[config.mk]
export PLATFORM = sky130hd
export DESIGN_NAME = split_wide_capture_timer
export DESIGN_NICKNAME = d
export VERILOG_FILES = /design/src/rtl/wide_timer_pkg.sv /design/src/rtl/byte_counter.sv /design/src/rtl/split_wide_capture_timer.sv
export SDC_FILE = /design/constraint.sdc
export NUM_CORES = 1
export LEC_CHECK = 0
export BUFFER_PORTS_ARGS = -buffer_cell sky130_fd_sc_hd__buf_4
export CORE_ASPECT_RATIO = 1.75
export CORE_UTILIZATION = 50
export CTS_CLUSTER_DIAMETER = 150
export DETAILED_ROUTE_END_ITERATION = 6
export PLACE_DENSITY_LB_ADDON = 0.3
export SLEW_MARGIN = 20
export SYNTH_ARGS = -nofsm -noshare
export SYNTH_HDL_FRONTEND = slang
export SYNTH_SLANG_ARGS = --single-unit
[constraint.sdc]
create_clock -name clk_in -period 2.55 [get_ports clk_in]
set_input_delay 0 -clock clk_in [delete_from_list [all_inputs] [get_ports clk_in]]
set_output_delay 0 -clock clk_in [all_outputs]
set_load 0.02 [all_outputs]
[src/rtl/wide_timer_pkg.sv]
package wide_timer_pkg;
    // Register addresses on the special-function-register bus
    localparam logic [7:0] ADDR_CONTROL = 8'hb9;
    localparam logic [7:0] ADDR_RELOAD_LOW = 8'hca;
    localparam logic [7:0] ADDR_RELOAD_HIGH = 8'hcb;
    localparam logic [7:0] ADDR_COUNT_LOW = 8'hcc;
    localparam logic [7:0] ADDR_COUNT_HIGH = 8'hcd;
    // Reset values
    localparam logic [7:0] CONTROL_RESET = 8'h00;
    localparam logic [7:0] BYTE_RESET = 8'h00;
    // Control bit positions
    localparam int BIT_HIGH_FLAG = 7;
    localparam int BIT_LOW_FLAG = 6;
    localparam int BIT_LOW_IRQ_EN = 5;
    localparam int BIT_SPLIT = 4;
    localparam int BIT_HIGH_CAP = 3;
    localparam int BIT_LOW_CAP = 2;
    localparam int BIT_HIGH_RUN = 1;
    localparam int BIT_LOW_RUN = 0;
    // Register bus request
    typedef struct packed {
        logic wr;
        logic [7:0] addr;
        logic [7:0] wdata;
    } sfr_req_t;
endpackage : wide_timer_pkg
[src/rtl/byte_counter.sv]
`timescale 1ns/100ps
// One 8-bit half: count, wrap flag, load port
module byte_counter (
    input wire logic clk_in,
    input wire logic nrst_in,
    input wire logic ce_in,
    input wire logic inc_in,
    input wire logic load_in,
    input wire logic [7:0] load_val_in,
    output logic [7:0] count_out,
    output logic wrap_out
);
    // Wrap is combinational: all ones while incrementing
    assign wrap_out = inc_in && (count_out == 8'hff);

    // Load wins over increment
    always_ff @(posedge clk_in) begin
        if (!nrst_in) begin
            count_out <= 8'h00;
        end else if (ce_in) begin
            if (load_in) begin
                count_out <= load_val_in;
            end else if (inc_in) begin
                count_out <= count_out + 8'h01;
            end
        end
    end
endmodule : byte_counter

[src/rtl/split_wide_capture_timer.sv]
`timescale 1ns/100ps
module split_wide_capture_timer
    import wide_timer_pkg::*;
(
    input wire logic clk_in,
    input wire logic nrst_in,
    input wire logic ce_in,
    input wire sfr_req_t req_in,
    input wire logic [7:0] rd_addr_in,
    input wire logic cap_low_in,
    input wire logic cap_high_in,
    output logic [7:0] rdata_out,
    output logic irq_out
);
    logic [7:0] ctrl_q;          // Control register
    logic [7:0] ctrl_d;
    logic [7:0] reload_low_q;    // Reload/capture low
    logic [7:0] reload_low_d;
    logic [7:0] reload_high_q;   // Reload/capture high
    logic [7:0] reload_high_d;
    logic [7:0] count_low;       // Live count bytes
    logic [7:0] count_high;
    logic [7:0] rdata_d;
    logic irq_d;

    // Control field decode
    // split select bit
    wire logic split = ctrl_q[BIT_SPLIT];
    wire logic low_cap = ctrl_q[BIT_LOW_CAP];
    wire logic high_cap = split & ctrl_q[BIT_HIGH_CAP];
    wire logic wide_run = ctrl_q[BIT_HIGH_RUN] | ctrl_q[BIT_LOW_RUN];
    wire logic low_run = split ? ctrl_q[BIT_LOW_RUN] : wide_run;
    wire logic low_wrap;
    wire logic high_wrap;
    // high carries from low in wide
    wire logic high_inc = split ? ctrl_q[BIT_HIGH_RUN] : low_wrap;

    // Bus write strobes
    wire logic wr_ctrl = req_in.wr && req_in.addr == ADDR_CONTROL;
    wire logic wr_rl = req_in.wr && req_in.addr == ADDR_RELOAD_LOW;
    wire logic wr_rh = req_in.wr && req_in.addr == ADDR_RELOAD_HIGH;
    wire logic wr_cl = req_in.wr && req_in.addr == ADDR_COUNT_LOW;
    wire logic wr_ch = req_in.wr && req_in.addr == ADDR_COUNT_HIGH;

    // wide capture uses low trigger and bit 2
    wire logic cap_lo_ev = low_cap & cap_low_in;
    wire logic cap_hi_ev = split ? (high_cap & cap_high_in) : cap_lo_ev;
    // Overflow events per half
    wire logic low_ovf = low_wrap;
    wire logic high_ovf = high_wrap;

    // reload on overflow in timer mode
    wire logic rl_low = split ? (low_ovf & ~low_cap)
                              : (high_ovf & ~low_cap);
    wire logic rl_high = split ? (high_ovf & ~high_cap)
                               : (high_ovf & ~low_cap);

    wire logic hi_flag_ev = (high_ovf & ~(~split & low_cap)) | cap_hi_ev;
    // low overflow sets low flag even in wide timer mode
    // wide capture sets low flag on high overflow
    wire logic lo_flag_ev = split ? (low_ovf | cap_lo_ev)
                          : (low_cap ? high_ovf : low_ovf);

    byte_counter u_low (
        .clk_in(clk_in),
        .nrst_in(nrst_in),
        .ce_in(ce_in),
        .inc_in(low_run),
        .load_in(wr_cl | rl_low),
        .load_val_in(wr_cl ? req_in.wdata : reload_low_q),
        .count_out(count_low),
        .wrap_out(low_wrap)
    );

    byte_counter u_high (
        .clk_in(clk_in),
        .nrst_in(nrst_in),
        .ce_in(ce_in),
        .inc_in(high_inc),
        .load_in(wr_ch | rl_high),
        .load_val_in(wr_ch ? req_in.wdata : reload_high_q),
        .count_out(count_high),
        .wrap_out(high_wrap)
    );

    // Control next value; hardware set wins over software clear
    always_comb begin
        ctrl_d = wr_ctrl ? req_in.wdata : ctrl_q;
        if (hi_flag_ev) begin
            ctrl_d[BIT_HIGH_FLAG] = 1'b1;
        end
        if (lo_flag_ev) begin
            ctrl_d[BIT_LOW_FLAG] = 1'b1;
        end
    end

    // Reload/capture bytes; capture beats software write
    always_comb begin
        reload_low_d = wr_rl ? req_in.wdata : reload_low_q;
        reload_high_d = wr_rh ? req_in.wdata : reload_high_q;
        if (cap_lo_ev) begin
            reload_low_d = count_low;
        end
        if (cap_hi_ev) begin
            reload_high_d = count_high;
        end
    end

    // Read mux; unmapped addresses read zero
    always_comb begin
        case (rd_addr_in)
            ADDR_CONTROL: rdata_d = ctrl_d;
            ADDR_RELOAD_LOW: rdata_d = reload_low_q;
            ADDR_RELOAD_HIGH: rdata_d = reload_high_q;
            ADDR_COUNT_LOW: rdata_d = count_low;
            ADDR_COUNT_HIGH: rdata_d = count_high;
            default: rdata_d = 8'h00;
        endcase
    end

    assign irq_d = ctrl_d[BIT_HIGH_FLAG]
                 | (ctrl_d[BIT_LOW_FLAG] & ctrl_d[BIT_LOW_IRQ_EN]);

    // Registers; clock enable freezes all
    always_ff @(posedge clk_in) begin
        if (!nrst_in) begin
            ctrl_q <= CONTROL_RESET;
            reload_low_q <= BYTE_RESET;
            reload_high_q <= BYTE_RESET;
            rdata_out <= BYTE_RESET;
            irq_out <= 1'b0;
        end else if (ce_in) begin
            ctrl_q <= ctrl_d;
            reload_low_q <= reload_low_d;
            reload_high_q <= reload_high_d;
            rdata_out <= rdata_d;
            irq_out <= irq_d;
        end
    end

    // Irq matches the registered flags in the same cycle after each enabled edge
    AST_IRQ: assert property (@(posedge clk_in) disable iff (!nrst_in)
        ce_in |=> irq_out == (ctrl_q[7] | (ctrl_q[6] & ctrl_q[5])))
        else $error("irq mismatch");
    // High flag sticky against hardware
    AST_HFLAG: assert property (@(posedge clk_in) disable iff (!nrst_in)
        ctrl_q[7] && !wr_ctrl |=> ctrl_q[7])
        else $error("high flag cleared");
    AST_LFLAG: assert property (@(posedge clk_in) disable iff (!nrst_in)
        ce_in && lo_flag_ev |=> ctrl_q[6])
        else $error("low flag not set");
    AST_LOWOVF: assert property (@(posedge clk_in) disable iff (!nrst_in)
        ce_in && !low_cap && low_run && count_low == 8'hff |=> ctrl_q[6])
        else $error("low overflow lost");
    AST_WIDECAP: assert property (@(posedge clk_in) disable iff (!nrst_in)
        ce_in && !split && low_cap && cap_low_in |=> ctrl_q[7])
        else $error("wide capture flag");
    AST_CAPCOPY: assert property (@(posedge clk_in) disable iff (!nrst_in)
        ce_in && cap_lo_ev |=> reload_low_q == $past(count_low))
        else $error("capture copy wrong");
    AST_RELOAD: assert property (@(posedge clk_in) disable iff (!nrst_in)
        ce_in && split && !low_cap && !wr_cl && low_run
        && count_low == 8'hff |=> count_low == $past(reload_low_q))
        else $error("reload wrong");
    AST_WR: assert property (@(posedge clk_in) disable iff (!nrst_in)
        ce_in && wr_rh && !cap_hi_ev |=> reload_high_q == $past(req_in.wdata))
        else $error("reload write lost");
    AST_HCAPIGN: assert property (@(posedge clk_in) disable iff (!nrst_in)
        ce_in && !split && !low_cap && cap_high_in && !wr_rh
        |=> $stable(reload_high_q))
        else $error("high capture not ignored");
    // High capture copies the high live byte
    AST_CAPHI: assert property (@(posedge clk_in) disable iff (!nrst_in)
        ce_in && cap_hi_ev |=> reload_high_q == $past(count_high))
        else $error("high capture copy wrong");
    // Wide: high byte moves only on a low carry or a bus write to it
    AST_CARRY: assert property (@(posedge clk_in) disable iff (!nrst_in)
        ce_in && !split && count_low != 8'hff && !wr_ch
        |=> $stable(count_high))
        else $error("high byte moved without carry");
    // Wide with both run bits low: whole count frozen
    AST_WIDEIDLE: assert property (@(posedge clk_in) disable iff (!nrst_in)
        ce_in && !split && !ctrl_q[BIT_HIGH_RUN] && !ctrl_q[BIT_LOW_RUN]
        && !wr_cl && !wr_ch |=> $stable({count_high, count_low}))
        else $error("wide timer counted while stopped");
    // Split: high half idle without its own run bit
    AST_HIIDLE: assert property (@(posedge clk_in) disable iff (!nrst_in)
        ce_in && split && !ctrl_q[BIT_HIGH_RUN] && !wr_ch
        |=> $stable(count_high))
        else $error("high half counted while stopped");
    // Split: low half idle without its own run bit
    AST_LOIDLE: assert property (@(posedge clk_in) disable iff (!nrst_in)
        ce_in && split && !ctrl_q[BIT_LOW_RUN] && !wr_cl
        |=> $stable(count_low))
        else $error("low half counted while stopped");
endmodule : split_wide_capture_timer

# Yosys cells after proc, flatten, opt, wreduce, memory -nomap -nowiden

Index checks and enable logic that the tools add are counted.

Equal/unequal tests: 12
Bitwise gates (word level): 19
Muxes and demuxes: 21
Reduce and logical (&&, ||, !) cells: 15
Add/subtract/negate cells: 2

Operators by type and width:

| operator              | count |
|---|---|
| $eq A8 B8 Y1 const B  | 12 |
| $mux W8               | 11 |
| $pmux W8 S5           | 1 |
| $add A8 B1 Y8 const B | 2 |
| $and A1 B1 Y1         | 9 |
| $mux W1               | 9 |
| $reduce_and A2 Y1     | 4 |
| $reduce_bool A2 Y1    | 4 |
| $logic_and A1 B1 Y1   | 7 |
| $or A1 B1 Y1          | 6 |
| $not A1 Y1            | 4 |

Word-level logic and storage cells: 76
Flip-flop bits (word level): 49
Output and inout bits: 9

# Logic depth before layout (Yosys ltp)

Gate-level depths: netlist of the first run.

Word-level depth: 10
Depth in mapped cells: 8
Gate-level depth less buffers: 6

# Modules after synthesis

From an unflattened synthesis of the first run, not the netlist that was laid out.

Cells, all modules: 383
Area, all modules: 3284.4 µm²

By module, submodules not included:

| module                   | sequential area each (µm²) | cells an instance | times used | area an instance (µm²) |
|---|---|---|---|---|
| split_wide_capture_timer | 660.6                      | 253               | 1          | 2218.4 |
| byte_counter             | 160.2                      | 65                | 2          | 533.0 |

# Worst setup path after synthesis of the first run

Ideal clock, no wire load.

Path type: flip-flop to flip-flop
From: register u_low.count_out[0]
To: register u_low.count_out[7]
Data arrival time: 1856 ps
Path buffers: 1
Setup slack: 559 ps
Stages on the path, launching flop included: 8
Data required time: 2414 ps
Path through: dfxtp_1 -> ha_1 -> nand2_1 -> a2111o_1 -> clkbuf_1 -> or4_1 -> o211ai_1 -> a31oi_1

Longest elaborated chain between the ends: 9
Elaborated cells between the ends (all ways): 13

RTL lines:

| what                                | RTL line                       | RTL |
|---|---|---|
| start, declared                     | byte_counter.sv:10             | `output logic [7:0] count_out,` |
| start signal, assigned              | byte_counter.sv:22             | `count_out <= load_val_in;` |
| start signal, assigned              | byte_counter.sv:24             | `count_out <= count_out + 8'h01;` |
| $eq A8 B8 Y1                        | byte_counter.sv:14             | `assign wrap_out = inc_in && (count_out == 8'hff);` |
| $logic_and A1 B1 Y1                 | byte_counter.sv:14             |  |
| $mux W1                             | split_wide_capture_timer.sv:36 | `wire logic high_inc = split ? ctrl_q[BIT_HIGH_RUN] : low_wrap;` |
| $logic_and A1 B1 Y1                 | byte_counter.sv:14             |  |
| $and A1 B1 Y1                       | split_wide_capture_timer.sv:54 | `: (high_ovf & ~low_cap);` |
| $mux W1                             | split_wide_capture_timer.sv:53 | `wire logic rl_low = split ? (low_ovf & ~low_cap)` |
| $or A1 B1 Y1                        | split_wide_capture_timer.sv:69 | `.load_in(wr_cl \| rl_low),` |
| $reduce_bool A2 Y1 (no source line) | --                             |  |
| $reduce_and A2 Y1 (no source line)  | --                             |  |

Parallel ways exist; a longest one is shown, timed or not. The select of a mux whose other input is x is not followed.
A chain may end at the register's enable or synchronous reset.

# Worst setup path in the final report of the first run

From: register u_high.count_out[1]
To: register u_low.count_out[1]

Longest elaborated chain between the ends: 7
Elaborated cells between the ends (all ways): 8

RTL lines:

| what                                | RTL line |
|---|---|
| start, declared                     | byte_counter.sv:10 |
| start signal, assigned              | byte_counter.sv:22 |
| start signal, assigned              | byte_counter.sv:24 |
| $eq A8 B8 Y1 *                      | byte_counter.sv:14 |
| $logic_and A1 B1 Y1 *               | byte_counter.sv:14 |
| $and A1 B1 Y1 *                     | split_wide_capture_timer.sv:54 |
| $mux W1 *                           | split_wide_capture_timer.sv:53 |
| $or A1 B1 Y1 *                      | split_wide_capture_timer.sv:69 |
| $reduce_bool A2 Y1 (no source line) | -- |
| $reduce_and A2 Y1 (no source line)  | -- |

Every way passes the cells marked *; elsewhere a longest branch is shown, timed or not.

==> results of run 1 <==
## cell families (layout without fill, tap and decap cells)
| kind of cell | count (synthesis) | count (layout) | share of synthesized area |
|---|---|---|---|
| AOI/OAI and AO/OA | 115 | 115 | 0.295 |
| xor gates and xnor gates | 4 | 4 | 0.0108 |
| DFF | 49 | 49 | 0.302 |
| adders and majority gates | 2 | 2 | 0.00769 |
| muxes | 33 | 33 | 0.105 |
| and+or+nand+nor | 138 | 138 | 0.226 |
| buffers and inverters | 38 | 77 | 0.0535 |
## power groups by stage
stage	sequential [W]	combinational (W)	clock, W
after floorplan	0.000790	0.0000587	0
after global placement	0.000790	0.000125	0
after detailed placement	0.000790	0.000128	0
after CTS	0.000772	0.000137	0.000496
after global routing	0.000773	0.000148	0.000524
final	0.000772	0.000139	0.000486
## synthesized netlist by cell type (3+ instances only)
master	number	area, um^2
o211ai_1	9	67.6
nor3_1	5	25.0
a21oi_1	6	30.0
nor2b_1	3	18.8
or3_1	3	18.8
a22o_1	6	52.6
a21oi_2	3	26.3
nand3b_1	3	22.5
a211o_1	4	35.0
buf_2	7	35.0
mux2_2	10	113
o311ai_0	5	43.8
nand2_1	33	124
a311oi_1	6	52.6
a222oi_1	8	80.1
or2_2	3	18.8
a211oi_1	14	105
nor4b_1	4	35.0
o221ai_2	3	45.0
o21a_1	3	22.5
xor2_1	3	26.3
o21ai_0	19	95.1
nand2b_1	5	31.3
clkbuf_1	16	60.1
dfxtp_1	49	981
nor2_1	36	135
or4_1	4	30.0
inv_1	10	37.5
nor4_1	4	25.0
buf_6	3	33.8
a31oi_1	5	31.3
mux2i_1	23	230
nand3_1	19	95.1
nand4_1	3	18.8
## per-stage QoR
step                setup WS [ns]  hold WS, ns  cell area [um^2]   util
floorplan                   0.559        0.144              3250      -
global placement            0.316        0.300              3610  0.579
detailed placement          0.284        0.312              3610  0.579
CTS                         0.258      0.00424              3770  0.605
global route               0.0672      0.00439              3770  0.605
finish                      0.229       0.0178              3770  0.605
## sequential cells by signal, indices dropped and copies added (netlist names)
name,count
ctrl_q,8
irq_out,1
reload_low_q,8
reload_high_q,8
u_high.count_out,8
rdata_out,8
u_low.count_out,8
## timing repair
item	in CTS	in global routing
endpoints found under the hold margin	12	0
hold buffers	7	0
setup buffers	0	0
## final timing paths
check | to | slack [ns] | cells past startpoint
worst min register to register | ctrl_q[6] | 0.49 | 2
worst max register to register | u_low.count_out[1] | 0.23 | 6
worst min-delay path | ctrl_q[4] | 0.02 | 3
worst max-delay path | u_low.count_out[1] | 0.23 | 6
## routing by layer
metal,wire (um),GRT usage
met1,3990,0.354
met2,5220,0.539
met3,662,0.0659
met4,522,0.178
met5,0,0
## final cells by class
cell class / count / area share
sequential: 49 / 0.260
multi-input combinational: 292 / 0.557
tap: 80 / 0.0266
inverter: 10 / 0.00996
timing repair buffer: 59 / 0.122
clock inverter: 3 / 0.00598
clock buffer: 5 / 0.0183
## worst min-delay path: cells and delay by family
family | cells | cell delay, ns
buf+inv | 1 | 0.15
mux | 1 | 0.08
simple gates | 1 | 0.07
==> impl_metrics.ini, run 1 <==
[logic_synthesis]
synth_flop_cell = dfxtp_1
synth-async-reset-ratio = 0
synth_area_um2 = 3250
yosysUniqueCellTypes = 66
synth_edf_count = 0
ys_ff_latch = 49
syn_avg_cell_area_um2 = 8.58
synth_fp_nets = 411
synth_cells = 379
synth-seq-area-share = 0.302
synth_warnings = 0

[finish]
mostFrequentLayoutCells = 52 x buf_4, 49 x dfxtp_1, 36 x nor2_1
final-instance-count-excl-fill = 498
regArea_um2 = 981
diodes = 0
final_common_cell = buf_4
nFillCells = 569
drive_gt1_frac = 0.222
multi_input_area_um2 = 2100
synthToLayoutAreaGrowth_pct = 15.8
fin_nets = 449

[clock_network]
htree_levels = 2
ctsResizeCount = 0
clockRootBuffer = clkbuf_8
clock_latency_ns = 0.33
cts_tree = yes
clockBufferDepth = 2
cts_made_buffers = 5
path_clk_slew_ns = 0.10
cts.sinks = 49

[route]
route.detailed.drc = 0
routed-via-count = 3270
drt_wl_total_um = 10400
drt_iter0_markers = 370
ant_nets = 0
post_drt_wl_per_cell_um = 20.9
vias_per_cell = 6.57
dr.pass1.iters = 5

[timing]
layout_worst_path_cycle_share = 0.910
finalClockSkew_ns = 0.00916
max_slew_margin = 0.367
finalSetupViolCount = 0
grt_setup_unrepaired = no
final_max_slew_viol_count = 0
fin_tns_setup_ns = 0
tightest_slew_ns = 0.944
fin_crit_ns = 2.32
fmax_mhz = 431
hold_viol = 0

[pwr]
finalPower_w = 0.00140
p_switching_w = 0.000373
ir_drop_v = 0.000290
sw_frac_of_total = 0.267
p_int_w = 0.00102
clockPowerShare = 0.348
pwr-share-comb = 0.099
power.leakage_nw = 1.35
power_density_nw_per_um2 = 371
seqPwrFrac = 0.553

[status]
outcome = completed

[hold_path]
min_from = req_in[4]
hold_path_class = input port to register

[setup_path]
cp-startpoint = u_high.count_out[1]
reg2reg_from = u_high.count_out[1]
worstSetupPathType = register to register
cp-start-kind = register
crit_path_top_delay_cell = or3_1
cp_max_fo = 9
crit_chain = ha_1, and4_1, a41oi_1, or3_1, a211oi_1, o21ai_1
cpPeakStageDelay_ns = 0.48
end_kind = register
critPathArrivalTime_ns = 2.54
cp.required_ns = 2.76
cp_top_family = simple AND/OR/NAND/NOR gates
path_buf_inv = 0

[global_route]
grt-ovfl-total = 0
grt_pass1_vias = 3025
grt_max_degree = 21
grt_antenna_before_repair = 0
grt_pass1_wl_um = 16200
grtUsageTotal = 0.313

[run]
maxCapViolations = 0

[floorplan]
dieHeight_um = 109
die_area_um2 = 6850
io_pins = 39
die_w_um = 63.0
initial_core_util = 0.522
rows = 38
core_um2 = 6230

[placed_design]
dp_cells = 483
gp_congestion = 0.967
io_buffers = 38
dpl.hpwl_um = 7680
Power figures use the tool's default switching activity.
==> inputs of run 2 (changes only) <==
Settings changed: PLACE_DENSITY from default to 0.7, PLACE_DENSITY_LB_ADDON 0.3 to default.
==> impl_metrics.ini, run 2 (synthesized netlist as in run 1, its figures left out) <==
[finish]
diodes = 0
mostFrequentLayoutCells = 51 x buf_4, 49 x dfxtp_1, 36 x nor2_1
final_util = 0.595
final-instance-count-excl-fill = 490
fin_nets = 442
drive_gt1_frac = 0.224
nFillCells = 584
multi_input_area_um2 = 2110
synthToLayoutAreaGrowth_pct = 14.0
final_common_cell = buf_4
regArea_um2 = 981

[timing]
tightest_slew_ns = 0.633
finalSetupViolCount = 0
layout_worst_path_cycle_share = 0.920
fin_tns_setup_ns = 0
finalClockSkew_ns = 0.00859
grt_setup_unrepaired = no
max_slew_margin = 0.572
hold_viol = 0
hold_slack_ns = 0.0155
final_max_slew_viol_count = 0
fin_crit_ns = 2.35
fmax_mhz = 426

[setup_path]
cp_max_fo = 11
rr_worst_depth = 5
cp-startpoint = u_low.count_out[2]
reg2reg_from = u_low.count_out[2]
cp.required_ns = 2.75
cp-start-kind = register
r2r_setup_slack_ns = 0.20
crit_path_end = u_low.count_out[1]
rr_endpoint = u_low.count_out[1]
critPathArrivalTime_ns = 2.55
worstSetupPathType = register to register
end_kind = register

[route]
route.detailed.drc = 0
dr.pass1.iters = 5
post_drt_wl_per_cell_um = 22.0
ant_nets = 0
drt_iter0_markers = 270
routed-via-count = 3261
drt_wl_total_um = 10800
vias_per_cell = 6.66

[pwr]
power_density_nw_per_um2 = 373
seqPwrFrac = 0.558
p_switching_w = 0.000345
ir_drop_v = 0.000238
power.leakage_nw = 1.32
pwr-share-comb = 0.096
finalPower_w = 0.00138
sw_frac_of_total = 0.249
p_int_w = 0.00104
clockPowerShare = 0.345

[run]
maxCapViolations = 0

[floorplan]
core_um2 = 6230
initial_core_util = 0.522
rows = 38
die_area_um2 = 6850
dieHeight_um = 109
io_pins = 39
die_w_um = 63.0

[clock_network]
htree_levels = 2
post_cts_buffers = 0
path_clk_slew_ns = 0.09
clockBufferDepth = 2
cts.sinks = 49
cts_made_buffers = 5
cts_tree = yes
clock_latency_ns = 0.32
clockRootBuffer = clkbuf_8

[placed_design]
dpl.hpwl_um = 8130
dp_cells = 482
io_buffers = 38
gp_congestion = 1.01

[global_route]
grt_pass1_vias = 3108
grt_antenna_before_repair = 0
grt_max_degree = 30
grt_pass1_wl_um = 16700
grtUsageTotal = 0.326
grt-ovfl-total = 0

[hold_path]
hold_path_class = input port to register

[status]
outcome = completed
==> run 2: metrics by stage <==
step           area, um^2  setup slack, ns
2_1_floorplan        3250            0.559
3_3_place_gp         3600            0.289
3_5_place_dp         3600            0.228
4_1_cts              3700            0.190
5_1_grt              3710           0.0437
6_report             3710            0.204
==> run 2: cell type report <==
type	count	share of cell area
Timing Repair Buffer	52	0.106
Tap cell	80	0.0270
Multi-Input combinational cell	292	0.569
Clock buffer	7	0.0233
Sequential cell	49	0.265
Inverter	10	0.0101
==> run 2: how the worst min path moves through the flow <==
stage | from | end | slack (ns) | cells past startpoint
6_report | req_in[4] | reload_low_q[4] | 0.02 | 3
5_1_grt | nrst_in | u_low.count_out[5] | 0.01 | 3
4_1_cts | req_in[3] | ctrl_q[3] | 0.004 | 3
3_5_place_dp | req_in[7] | u_low.count_out[7] | 0.32 | 3
3_3_place_gp | req_in[7] | u_low.count_out[7] | 0.32 | 3
2_1_floorplan | req_in[0] | ctrl_q[0] | 0.14 | 2
==> run 2: layer usage <==
layer  track usage  routed length, um  vias up
li1              -                  -     1523
met3        0.0377                498       48
met5             0                  0        -
met2         0.581               5540      140
met1         0.364               4130     1550
met4         0.208                631        0
==> run 2: worst max-delay path: stages, from the launching register on <==
cell      delay [ns]
dfxtp_1         0.48
nand3_1         0.29
a2111o_1        0.61
or3_1           0.46
a211oi_1        0.29
o21ai_1         0.10
==> run 2: power by group through the flow <==
| stage | Clock [W] | Combinational (W) | Sequential (W) |
|---|---|---|---|
| 2_1_floorplan | 0 | 0.0000587 | 0.000790 |
| 3_3_place_gp | 0 | 0.000129 | 0.000790 |
| 6_report | 0.000478 | 0.000133 | 0.000772 |
| 5_1_grt | 0.000512 | 0.000143 | 0.000773 |
| 3_5_place_dp | 0 | 0.000131 | 0.000790 |
| 4_1_cts | 0.000486 | 0.000132 | 0.000772 |
==> run 2: repair_timing <==
item,4_1_cts,5_1_grt
endpoints found under the hold margin,1,0
resized for setup,0,2
hold buffers,1,0
endpoints found under the setup margin,0,2
